## src/pkg/wwdt_cfg.svh

```systemverilog
// Purpose: constants for the windowed watchdog timer
// Assumes: 125 MHz system clock, 31 kHz low-power RC tick arrives as a pin level
// Notes: included by the wwdt_top design file only
// Contract
// - Counter runs on RC oscillator; enable starts it
// - Prescaler divides by 32 or 128
// - Base period about 1 or 4 ms
// - Postscaler offers 16 settings, 1:1 to 1:32768
// - Any device reset zeroes whole chain
// - Clock switch completion clears chain
// - Power-save entry clears chain
// - Leaving Sleep or Idle clears chain
// - Clear instruction clears chain, window permitting
// - Hardware-always-on keeps counting in Sleep, Idle
// - Time-out in low power wakes device
// - Time-out flag sticky; software clears it
// - Window mode: clear only in final quarter
// - Early clear in window mode resets device
// - Window disable bit zero selects window mode
// - Enable field 11 runs always
// - Enable field 10 follows software enable
// - Device reset clears software enable
// - Enable field 01 runs except in Sleep
// - Prescale bit one 1:128, zero 1:32
// - Postscale ratio is two to field power
// - Enable field 00 disables, software ignored
// - Disabled watchdog: early clear no reset
`ifndef WWDT_CFG_SVH
`define WWDT_CFG_SVH
`define WWDT_PRE_SMALL 7'h1f
`define WWDT_PRE_LARGE 7'h7f
`define WWDT_POST_W 15
`define WWDT_EN_OFF 2'h0
`define WWDT_EN_ACTIVE 2'h1
`define WWDT_EN_SW 2'h2
`define WWDT_EN_HW 2'h3
`define WWDT_WIN_SHIFT 2
`define WWDT_PULSE_CYC 4'h3
`endif

```

## src/pkg/wwdt_pkg.sv

```systemverilog
// Purpose: types of the windowed watchdog timer
// Assumes: nothing beyond the constants header
// Notes: power mode enumeration shared with the core
package wwdt_pkg;
  typedef enum logic [1:0] {
    PmRun,
    PmIdle,
    PmSleep
  } wwdt_pmode_t;
endpackage

```

## src/verilog/wwdt_sync.sv

```systemverilog
// Purpose: two-flop synchroniser with rising edge detect
// Assumes: single clock domain on the output side
// Notes: first flop is read only by the second
`timescale 1ns/1ps
`default_nettype none
module wwdt_sync (
  // Clock and reset
  input wire logic clk,
  input wire logic rstn,
  input wire logic ce,
  // Data
  input wire logic asyncIn,
  output logic rise
);
  logic meta_q;
  logic sync_q;
  logic last_q;

  // Edge taken only from the second flop
  always_ff @(posedge clk) begin
    if (!rstn) begin
      meta_q <= 1'b0;
      sync_q <= 1'b0;
      last_q <= 1'b0;
    end else if (ce) begin
      meta_q <= asyncIn;
      sync_q <= meta_q;
      last_q <= sync_q;
    end
  end

  assign rise = ce & sync_q & ~last_q;
endmodule // wwdt_sync
`default_nettype wire

```

## src/verilog/wwdt_top.sv

```systemverilog
// Purpose: windowed watchdog timer with prescaler, postscaler and mode control
// Assumes: RC oscillator arrives as a slow pin clock, sampled here as a tick
// Notes: core events are one-cycle pulses on clk; flags are plain ports
`timescale 1ns/1ps
`include "wwdt_cfg.svh"
`default_nettype none
module wwdt_top (
  // Clock, reset, enable
  input wire logic clk,
  input wire logic rstn,
  input wire logic ce,
  // Oscillator
  input wire logic low_power_rc_oscillator,
  output logic rcOscEnable,
  // Configuration word fields
  input wire logic prescale_select_cfg,
  input wire logic [3:0] postscale_select_cfg,
  input wire logic window_mode_disable_cfg,
  input wire logic [1:0] watchdog_enable_cfg,
  // Software enable bit access
  input wire logic swEnableWrite,
  input wire logic swEnableData,
  output logic software_watchdog_enable,
  // Core events, one-cycle pulses
  input wire logic watchdog_clear_instruction,
  input wire logic power_save_instruction,
  input wire logic powerSaveIdle,
  input wire logic clockSwitchDone,
  input wire logic lowPowerExit,
  // Time-out flag clear by software
  input wire logic timeoutFlagClear,
  // Results
  output logic watchdog_timeout_flag,
  output logic wakeRequest,
  output logic deviceReset,
  output logic [1:0] powerMode
);
  typedef struct packed {
    logic [6:0] pre;
    logic [`WWDT_POST_W-1:0] post;
    logic swEn;
    logic flag;
    logic wake;
    logic rst;
    logic oscEn;
    wwdt_pkg::wwdt_pmode_t mode;
  } wwdt_state_t;

  wwdt_state_t s_q;
  wwdt_state_t s_d;
  logic tick;
  logic running;
  logic [6:0] preMax;
  logic [`WWDT_POST_W-1:0] postMax;
  logic [`WWDT_POST_W-1:0] postFull;
  logic preWrap;
  logic timeout;
  logic inWindow;
  logic [7:0] preFull;
  logic [`WWDT_POST_W+7:0] elapsed;
  logic [`WWDT_POST_W+7:0] period;

  // RC ticks cross into the clk domain here
  wwdt_sync uSync (
    .clk(clk),
    .rstn(rstn),
    .ce(ce),
    .asyncIn(low_power_rc_oscillator),
    .rise(tick)
  );

  // Enable decode; 01 stops in Sleep, 11 runs everywhere
  always_comb begin
    case (watchdog_enable_cfg)
      `WWDT_EN_HW: running = 1'b1;
      `WWDT_EN_SW: running = s_q.swEn;
      `WWDT_EN_ACTIVE: running = (s_q.mode != wwdt_pkg::PmSleep);
      default: running = 1'b0;
    endcase
  end

  // Ratio selection
  assign preMax = prescale_select_cfg ? `WWDT_PRE_LARGE : `WWDT_PRE_SMALL;
  assign postFull = {`WWDT_POST_W{1'b1}};
  assign postMax = postFull >> (`WWDT_POST_W - {28'h0, postselExt(postscale_select_cfg)});

  // Pass postscale code through unchanged; the concatenation widens it for the shift
  function automatic logic [3:0] postselExt(input logic [3:0] code);
    postselExt = code;
  endfunction

  assign preWrap = tick && (s_q.pre == preMax);
  assign timeout = running && preWrap && (s_q.post == postMax);

  // Elapsed count against period for the window check
  assign preFull = {1'b0, preMax} + 8'h01;
  assign elapsed = ({8'h0, s_q.post} * {{`WWDT_POST_W{1'b0}}, preFull})
    + {{(`WWDT_POST_W+1){1'b0}}, s_q.pre};
  assign period = ({8'h0, postMax} + {{(`WWDT_POST_W+7){1'b0}}, 1'b1})
    * {{`WWDT_POST_W{1'b0}}, preFull};
  // Final quarter: elapsed at or past three quarters of period
  assign inWindow = (elapsed + (period >> `WWDT_WIN_SHIFT)) >= period;

  // Next-state logic for the whole block
  always_comb begin
    s_d = s_q;
    s_d.wake = 1'b0;
    s_d.rst = 1'b0;
    s_d.oscEn = running;
    if (swEnableWrite) begin
      s_d.swEn = swEnableData;
    end
    // Power mode tracking from core events
    if (power_save_instruction) begin
      s_d.mode = powerSaveIdle ? wwdt_pkg::PmIdle : wwdt_pkg::PmSleep;
    end else if (lowPowerExit) begin
      s_d.mode = wwdt_pkg::PmRun;
    end
    // Counting, only while enabled and ticking
    if (running && tick) begin
      if (preWrap) begin
        s_d.pre = 7'h00;
        s_d.post = s_q.post + {{(`WWDT_POST_W-1){1'b0}}, 1'b1};
      end else begin
        s_d.pre = s_q.pre + 7'h01;
      end
    end
    if (timeout) begin
      s_d.pre = 7'h00;
      s_d.post = '0;
      if (s_q.mode == wwdt_pkg::PmRun) begin
        s_d.rst = 1'b1;
        s_d.flag = 1'b1;
      end else begin
        s_d.wake = 1'b1;
        s_d.mode = wwdt_pkg::PmRun;
      end
    end
    // Clear sources; clear of a disabled counter is harmless
    if (clockSwitchDone || power_save_instruction || lowPowerExit) begin
      s_d.pre = 7'h00;
      s_d.post = '0;
    end
    if (watchdog_clear_instruction && s_q.mode == wwdt_pkg::PmRun) begin
      if (!window_mode_disable_cfg && running && !inWindow) begin
        s_d.rst = 1'b1;
        s_d.flag = 1'b1;
      end else begin
        s_d.pre = 7'h00;
        s_d.post = '0;
      end
    end
    // Software clear loses to a same-cycle set
    if (timeoutFlagClear && !(s_d.flag && !s_q.flag)) begin
      s_d.flag = 1'b0;
    end
    if (timeoutFlagClear && s_d.rst) begin
      s_d.flag = 1'b1;
    end
  end

  // Registers; reset zeroes chain and software enable
  always_ff @(posedge clk) begin
    if (!rstn) begin
      s_q <= '0;
    end else if (ce) begin
      s_q <= s_d;
    end
  end

  // Outputs straight from flops
  assign rcOscEnable = s_q.oscEn;
  assign software_watchdog_enable = s_q.swEn;
  assign watchdog_timeout_flag = s_q.flag;
  assign wakeRequest = s_q.wake;
  assign deviceReset = s_q.rst;
  assign powerMode = s_q.mode;
endmodule // wwdt_top
`default_nettype wire

```

## config.mk

```make
export PLATFORM = sky130hd
export DESIGN_NAME = wwdt_top
export DESIGN_NICKNAME = d
export VERILOG_FILES = /design/src/pkg/wwdt_pkg.sv /design/src/verilog/wwdt_sync.sv /design/src/verilog/wwdt_top.sv
export VERILOG_INCLUDE_DIRS = /design/src /design/src/pkg
export SDC_FILE = /design/constraint.sdc
export NUM_CORES = 1
export LEC_CHECK = 0
export BUFFER_PORTS_ARGS = -buffer_cell sky130_fd_sc_hd__buf_2
export CAP_MARGIN = 40
export CORE_MARGIN = 1.5
export CORE_UTILIZATION = 40
export CTS_CLUSTER_SIZE = 14
export DETAILED_ROUTE_END_ITERATION = 16
export PLACE_DENSITY = 0.64
export SETUP_SLACK_MARGIN = 0.02
export SYNTH_ARGS = -nofsm -noshare
export SYNTH_HDL_FRONTEND = slang
export SYNTH_HIERARCHICAL = 1
export SYNTH_SLANG_ARGS = --single-unit
```

## constraint.sdc

```tcl
create_clock -name clk -period 14.1 [get_ports clk]
set_input_delay 2.82 -clock clk [delete_from_list [all_inputs] [get_ports clk]]
set_output_delay 2.82 -clock clk [all_outputs]
set_load 0.02 [all_outputs]
```

### Word level (Yosys, flattened, before mapping)

Index checks and enable logic that the tools add are counted.

* multipliers: 2
* bitwise operators: 3
* muxes and demuxes: 24
* shift-type cells: 1
* equality and inequality tests: 6
* $add $sub $neg: 7
* reduce and logical (&&, ||, !) cells: 18
* magnitude comparators: 1

Operator list (count)
* two-way mux 22 bit: 5
* >> shifter 15 x 32 -> 15 bit, first input constant: 1
* adder 23 x 21 -> 23 bit: 1
* adder 23 x 7 -> 23 bit: 1
* greater-or-equal comparator 23 bit: 1
* multiplier 15 x 8 -> 23 bit: 1
* multiplier 16 x 8 -> 23 bit: 1
* adder 15 x 1 -> 16 bit, second input constant: 1
* adder 15 x 1 -> 15 bit, second input constant: 1
* == test 15 bit: 1
* two-way mux 15 bit: 1
* two-way mux 7 bit: 2
* logical AND 1 bit: 10
* two-way mux 2 bit: 5
* two-way mux 1 bit: 9
* adder 7 x 1 -> 8 bit, second input constant: 1
* adder 7 x 1 -> 7 bit, second input constant: 1
* == test 7 bit: 1
* subtractor 4 x 4 -> 5 bit, first input constant: 1
* == test 2 bit, second input constant: 2
* zero test 1 bit: 4
* two-way mux 3 bit: 1
* case mux 1 bit (3 select lines): 1
* AND 1 bit: 2
* 6 further kinds: 7

* logic and storage cells: 73
* flip-flop bits (word level): 32

### Longest topological paths before layout

* word-level depth: 15
* depth in mapped cells: 45

### Modules after synthesis

The synthesis kept the hierarchy.

By module, submodules not included
* wwdt_top: times used 1, cells each 681, area an instance 5539.1 um^2, seq. area each 580.6 um^2
* wwdt_sync: times used 1, cells each 11, area an instance 113.9 um^2, seq. area each 60.1 um^2

### Worst setup path before layout

No wires, ideal clock.

* path kind: input port to flip-flop
* start point: input postscale_select_cfg[3]
* end point: register s_q[17] (netlist bit)
* buffers on the path: 6
* setup time: 0.074 ns
* required time: 14.026 ns
* data arrival time: 10.795 ns
* stages: 43
* slack: 3.231 ns
* cells stage by stage: clkbuf_1 -> clkbuf_1 -> buf_1 -> inv_1 -> nand2_1 -> ha_1 -> clkbuf_1 -> nand2b_1 -> o21ai_0 -> nand2_1 -> o21ai_0 -> ha_1 -> ha_1 -> ha_1 -> ha_1 -> a21oi_1 -> o21bai_1 -> a21oi_1 -> (+7 left out) -> ha_1 -> and4_1 -> and2_1 -> o21a_1 -> nor2b_1 -> or2b_1 -> a21oi_1 -> xnor2_1 -> ha_1 -> o21ai_0 -> a21oi_1 -> a211o_1 -> maj3_2 -> a21oi_2 -> buf_6 -> buf_6 -> o21ai_2 -> a31oi_1

* word-level cells in the longest chain between the ends: 10
* elaborated cells on any way between the ends: 14
* those cells by class: add/sub: 3; mul: 1; order compare: 1; eq/ne: 1; shift: 1; mux: 4; reduce/logical: 3

Ends and longest elaborated chain
* start, declared: line wwdt_top.sv:17 `input wire logic [3:0] postscale_select_cfg,`
* subtractor 4 x 4 -> 5 bit (no line) *
* >> shifter 15 x 32 -> 15 bit *: line wwdt_top.sv:85 `` assign postMax = postFull >> (`WWDT_POST_W - {28'h0, postselExt(postscale_select_cfg)}); ``
* adder 15 x 1 -> 16 bit: line wwdt_top.sv:99 `` assign period = ({8'h0, postMax} + {{(`WWDT_POST_W+7){1'b0}}, 1'b1}) ``
* multiplier 16 x 8 -> 23 bit: line wwdt_top.sv:99
* adder 23 x 21 -> 23 bit: line wwdt_top.sv:102 `` assign inWindow = (elapsed + (period >> `WWDT_WIN_SHIFT)) >= period; ``
* greater-or-equal comparator 23 bit: line wwdt_top.sv:102
* zero test 1 bit: line wwdt_top.sv:145 `if (!window_mode_disable_cfg && running && !inWindow) begin`
* logical AND 1 bit: line wwdt_top.sv:145
* two-way mux 22 bit: line wwdt_top.sv:145
* two-way mux 22 bit *: line wwdt_top.sv:144 `if (watchdog_clear_instruction && s_q.mode == wwdt_pkg::PmRun) begin`
* end signal, assigned: line wwdt_top.sv:165 `s_q <= '0;`
* end signal, assigned: line wwdt_top.sv:167 `s_q <= s_d;`
* end, declared: line wwdt_top.sv:49 `wwdt_state_t s_q;`

Mark *: on every way between the ends. The rest lies on a longest branch, timed or not.
A chain may end at the register's enable or synchronous reset.

### Worst setup path in the final report

* start point: input postscale_select_cfg[3]
* end point: register s_q[26] (netlist bit)

The elaborated chain is that of the path after synthesis.

==> results.md <==
Finish:
- Leaving out filler cells and counting taps, the final layout contains 900.
- The number of inserted filler cells in the final layout is between 1000 and 1500.
- In the layout the commonest cells are sky130_fd_sc_hd__ha_1, sky130_fd_sc_hd__nand2_1, sky130_fd_sc_hd__a21oi_1.
- Compared with the post-synthesis result, the final layout area differs by 8.46%.
- In the final layout, the multi-input gates occupy 4780 µm².
- Of the cells placed in the final design, the portion with a size suffix greater than 1 is 0.0875.
- At the end of the flow, the number of nets in the layout was 892.
- The area of all placed cells without fillers is around 6100 µm².
- In the final layout, flip-flops and latches occupy 641 µm².
- The commonest non-fill, non-tap cell in the layout is sky130_fd_sc_hd__ha_1.
- The diode insertion count for antenna repair is 0.

Worst setup path:
- Counting both buffers and inverters, the worst setup path holds a total of 3.
- The kind of end point of the critical path is a register.
- The register-to-register setup slack is 7780 ps.
- The data arrival time of the critical path is 11320 ps.
- The worst setup path is of the in2reg kind.
- STA classifies the critical path startpoint as an input port.
- In this design, the stage delay of the slowest critical-path cell is roughly 540 ps.
- For the worst setup path, the data required time is 14300 ps.
- For this design, the slowest cell found on the critical path is sky130_fd_sc_hd__a21oi_2.
- By instance count, the cell type seen most on the critical path is sky130_fd_sc_hd__ha_1.
- The highest net fanout along the worst path is 25.
- Among cell families on the critical path, the largest total delay comes from adder cells.

Placed design:
- The standard cell area after detailed placement is 5970 µm².
- Once placement completed, the tool counted placed cells totaling 892.
- The number of buffer cells added on primary ports is 26.
- The sum of net half-perimeters after detailed placement is ~10000 µm.
- The congestion estimate from routability-driven global placement came to 0.885.
- The worst slack at placement is 2760 ps.

Floorplan:
- The chip height is 122 µm.
- After floorplanning, the core was sized to cover 13800 µm².
- The initial utilization of the core area, before any placement, comes to 0.409.
- After floorplanning, the core was divided into 43 placement rows.
- The die covers 14900 µm².
- The count of pins on the block boundary is 27.
- The horizontal die dimension is between 100 and 150 µm.

Clock network:
- The TritonCTS clock tree is done.
- Clock-pin slew was measured on the worst setup and hold paths at approximately 50 ps.
- Clock tree synthesis found a total of 32 sinks.
- Once the clock tree was built, the setup fixing pass inserted 0 buffers.
- Post-CTS repair changed the size of 0 cells.
- Clock tree synthesis selected as its root buffer the cell sky130_fd_sc_hd__clkbuf_16.
- The clock tree buffer depth is 2.
- The number of buffers added to fix hold violations after cts is 0.
- Counting the buffers created by CTS gives 5.
- The later pin in the worst-skew pair is clocked with a latency of around 270 ps.
- The number of H-tree branching levels is 2.

STA:
- The max-slew violation count is 0.
- Setup slack on the critical path of the routed design comes to 2980 ps.
- Setup repair after global routing left no endpoint under its margin.
- For the final database, setup skew stands at roughly 8 ps.
- Of the available clock period, the critical path in the final layout requires 0.789.
- Setup violations remaining at the end of the flow were counted as 0.
- The highest achievable clock rate is about 90 MHz.
- For the pin with the worst max-slew slack, the measured transition is 750 ps.
- The smallest clock period supported by the final layout is computed as 11120 ps.
- The final hold violation count is 0.
- The worst slew slack as a fraction of its limit is 0.499.
- Setup total negative slack on the finished layout was measured at 0 ps.

Pwr:
- In this run the static leakage power is 3.01 nW.
- For this design the ratio of total power to cell area is 71.0 nW/µm².
- The peak supply drop is 46.2 µV.

Logic synthesis:
- The portion of netlist area occupied by mux cells is 0.0350.
- The cell count after synthesis came out at 692.
- The post-synthesis async set-or-reset flop share is 0.
- The post-synthesis compound-gate area fraction was 0.189.
- The area share of xor/xnor cells in the synthesized design is 0.0604.
- The number of synthesized flops with an enable pin is 0.
- By area the synthesized netlist is led by sky130_fd_sc_hd__ha_1, sky130_fd_sc_hd__dfxtp_1, sky130_fd_sc_hd__fa_1.
- The area of the mapped netlist is approximately 5700 µm².
- In the synthesized netlist the dominant register cell turns out to be sky130_fd_sc_hd__dfxtp_1.
- The synthesized-area fraction occupied by adder cells is 0.359.
- Synthesis instantiated 70 different standard cells from the library.
- The synthesis-stage register bit count is 32.
- The fraction of the yosys area taken by sequential cells is 0.113.
- The dominant cell type by area after synthesis is sky130_fd_sc_hd__ha_1.
- The share of synthesized area in the top cell type comes to 0.308.
- The dominant combinational cell family by area after synthesis is adder cells.
- The synthesized area per cell is roughly 8.2 µm².
- The simple-gate share of the synthesized area is 0.184.
- Yosys printed 6 warnings.

Global routing:
- The via count of the first global-routing pass is approximately 4200.
- The number of antenna violations at the first check in global routing is 0.
- The first global-routing pass estimated ~20000 µm of wire.
- The overall track demand over capacity in global routing is 0.168.
- Global routing finished with a remaining overflow of 0.
- Entering global routing, the biggest net connects 38 pins.

Run status:
- The run finished with clean final reports.

Detailed routing:
- The via count normalized by instance count is 5.38.
- The wire length reported by the detailed router is 12300 µm.
- The total via count in the routed design is 4839.
- For this run, design rule violations remaining after detail routing come to 0.
- The first routing iteration left 277 violations.
- The number of optimization iterations in the first detailed-route pass is 4.
- The remaining antenna violation count is 0.
- In the final routed layout, each cell accounts on average for 13.6 µm.

Job:
- The number of maximum-capacitance constraint violations is 0.

Hold path:
- The class of the tightest hold or removal check is reg2reg.
logic make-up after synthesis:
family,count (synthesis)
buffers and inverters,79
AOI/OAI and AO/OA,165
muxes,18
and+or+nand+nor,204
xor gates and xnor gates,39
DFF,32
adders and majority gates,154
other,1
cell usage after synthesis, types with 3 or more instances:
| library cell | instances |
|---|---|
| sky130_fd_sc_hd__dfxtp_1 | 32 |
| sky130_fd_sc_hd__nand2_1 | 49 |
| sky130_fd_sc_hd__mux2i_1 | 4 |
| sky130_fd_sc_hd__nor3b_1 | 6 |
| sky130_fd_sc_hd__a21o_1 | 9 |
| sky130_fd_sc_hd__o21ai_0 | 31 |
| sky130_fd_sc_hd__a32o_1 | 3 |
| sky130_fd_sc_hd__buf_6 | 3 |
| sky130_fd_sc_hd__xnor2_1 | 26 |
| sky130_fd_sc_hd__ha_1 | 139 |
| sky130_fd_sc_hd__nand2b_1 | 12 |
| sky130_fd_sc_hd__nor2b_1 | 18 |
| sky130_fd_sc_hd__nor2_1 | 42 |
| sky130_fd_sc_hd__or3_1 | 3 |
| sky130_fd_sc_hd__nand3_1 | 21 |
| sky130_fd_sc_hd__clkbuf_1 | 20 |
| sky130_fd_sc_hd__inv_1 | 46 |
| sky130_fd_sc_hd__and2_1 | 8 |
| sky130_fd_sc_hd__a22o_1 | 5 |
| sky130_fd_sc_hd__xor2_1 | 13 |
| sky130_fd_sc_hd__fa_1 | 14 |
| sky130_fd_sc_hd__a31oi_1 | 16 |
| sky130_fd_sc_hd__buf_1 | 5 |
| sky130_fd_sc_hd__buf_2 | 3 |
| sky130_fd_sc_hd__nor4_1 | 4 |
| sky130_fd_sc_hd__or2_2 | 6 |
| sky130_fd_sc_hd__o21a_1 | 6 |
| sky130_fd_sc_hd__nand4_1 | 4 |
| sky130_fd_sc_hd__a21oi_1 | 47 |
| sky130_fd_sc_hd__nor3_1 | 14 |
| sky130_fd_sc_hd__and3_1 | 7 |
| sky130_fd_sc_hd__a211oi_1 | 12 |
| sky130_fd_sc_hd__mux2_2 | 14 |
| sky130_fd_sc_hd__o21bai_1 | 3 |
layer usage:
| layer | up-vias | wire length (µm) | GRT usage |
|---|---|---|---|
| li1 | 2536 | - | - |
| met1 | 2196 | 6090 | 0.231 |
| met2 | 97 | 5400 | 0.275 |
| met3 | 10 | 499 | 0.0178 |
| met4 | 0 | 291 | 0.0522 |
| met5 | - | 0 | 0 |
power by group:
| group | switching (mW) | internal [mW] | leakage (nW) | total, mW |
|---|---|---|---|---|
| combinational | 0.125 | 0.0981 | 2.67 | 0.223 |
| sequential | 0.000800 | 0.0917 | 0.259 | 0.0925 |
| clock | 0.0366 | 0.0829 | 0.0808 | 0.119 |
path summary, 6_finish.rpt:
check / depth (start not counted) / end / startpoint
max: 39 / s_q[26] / postscale_select_cfg[3]
min: 1 / deviceReset / deviceReset
max reg2reg: 23 / s_q[26] / s_q[10]
min reg2reg: 1 / deviceReset / deviceReset
worst register-to-register path, cell delays in order (launching register included):
cell and delay, ps:
sky130_fd_sc_hd__dfxtp_1 430, sky130_fd_sc_hd__mux2_2 330, sky130_fd_sc_hd__ha_1 320, sky130_fd_sc_hd__fa_1 480, sky130_fd_sc_hd__ha_1 300, sky130_fd_sc_hd__ha_1 290
sky130_fd_sc_hd__ha_1 380, sky130_fd_sc_hd__or2_2 140, sky130_fd_sc_hd__a21oi_1 70, sky130_fd_sc_hd__a211oi_1 530, sky130_fd_sc_hd__o21ai_0 180, sky130_fd_sc_hd__a21oi_1 220
sky130_fd_sc_hd__xor2_1 200, sky130_fd_sc_hd__ha_1 270, sky130_fd_sc_hd__a21oi_1 140, sky130_fd_sc_hd__nor2b_1 60, sky130_fd_sc_hd__o21ai_0 150, sky130_fd_sc_hd__a21oi_1 80
sky130_fd_sc_hd__a211o_1 270, sky130_fd_sc_hd__maj3_2 380, sky130_fd_sc_hd__a21oi_2 540, sky130_fd_sc_hd__buf_8 240, sky130_fd_sc_hd__o21ai_0 100, sky130_fd_sc_hd__a31oi_1 150
state kept, by name, summed over array words and instances (netlist names):
register and count:
powerMode 2, rcOscEnable 1, deviceReset 1, uSync/meta_q 1, uSync/sync_q 1, s_q 22, watchdog_timeout_flag 1, wakeRequest 1
uSync/last_q 1, software_watchdog_enable 1
per-stage QoR:
| stage | power [mW] | hold slack, ps | utilization |
|---|---|---|---|
| floorplan | 0.271 | 449 | - |
| global placement | 0.315 | 435 | 0.430 |
| detailed placement | 0.318 | 435 | 0.432 |
| CTS | 0.440 | 447 | 0.443 |
| global route | 0.475 | 480 | 0.443 |
| finish | 0.435 | 444 | 0.443 |
area by class of cell:
type,instances,area share
Clock buffer,6,0.0210
Clock inverter,2,0.00571
Inverter,46,0.0282
Multi-Input combinational cell,606,0.779
Sequential cell,32,0.104
Tap cell,180,0.0367
Timing Repair Buffer,28,0.0249
Note: power is estimated with default switching activity, not from simulation.
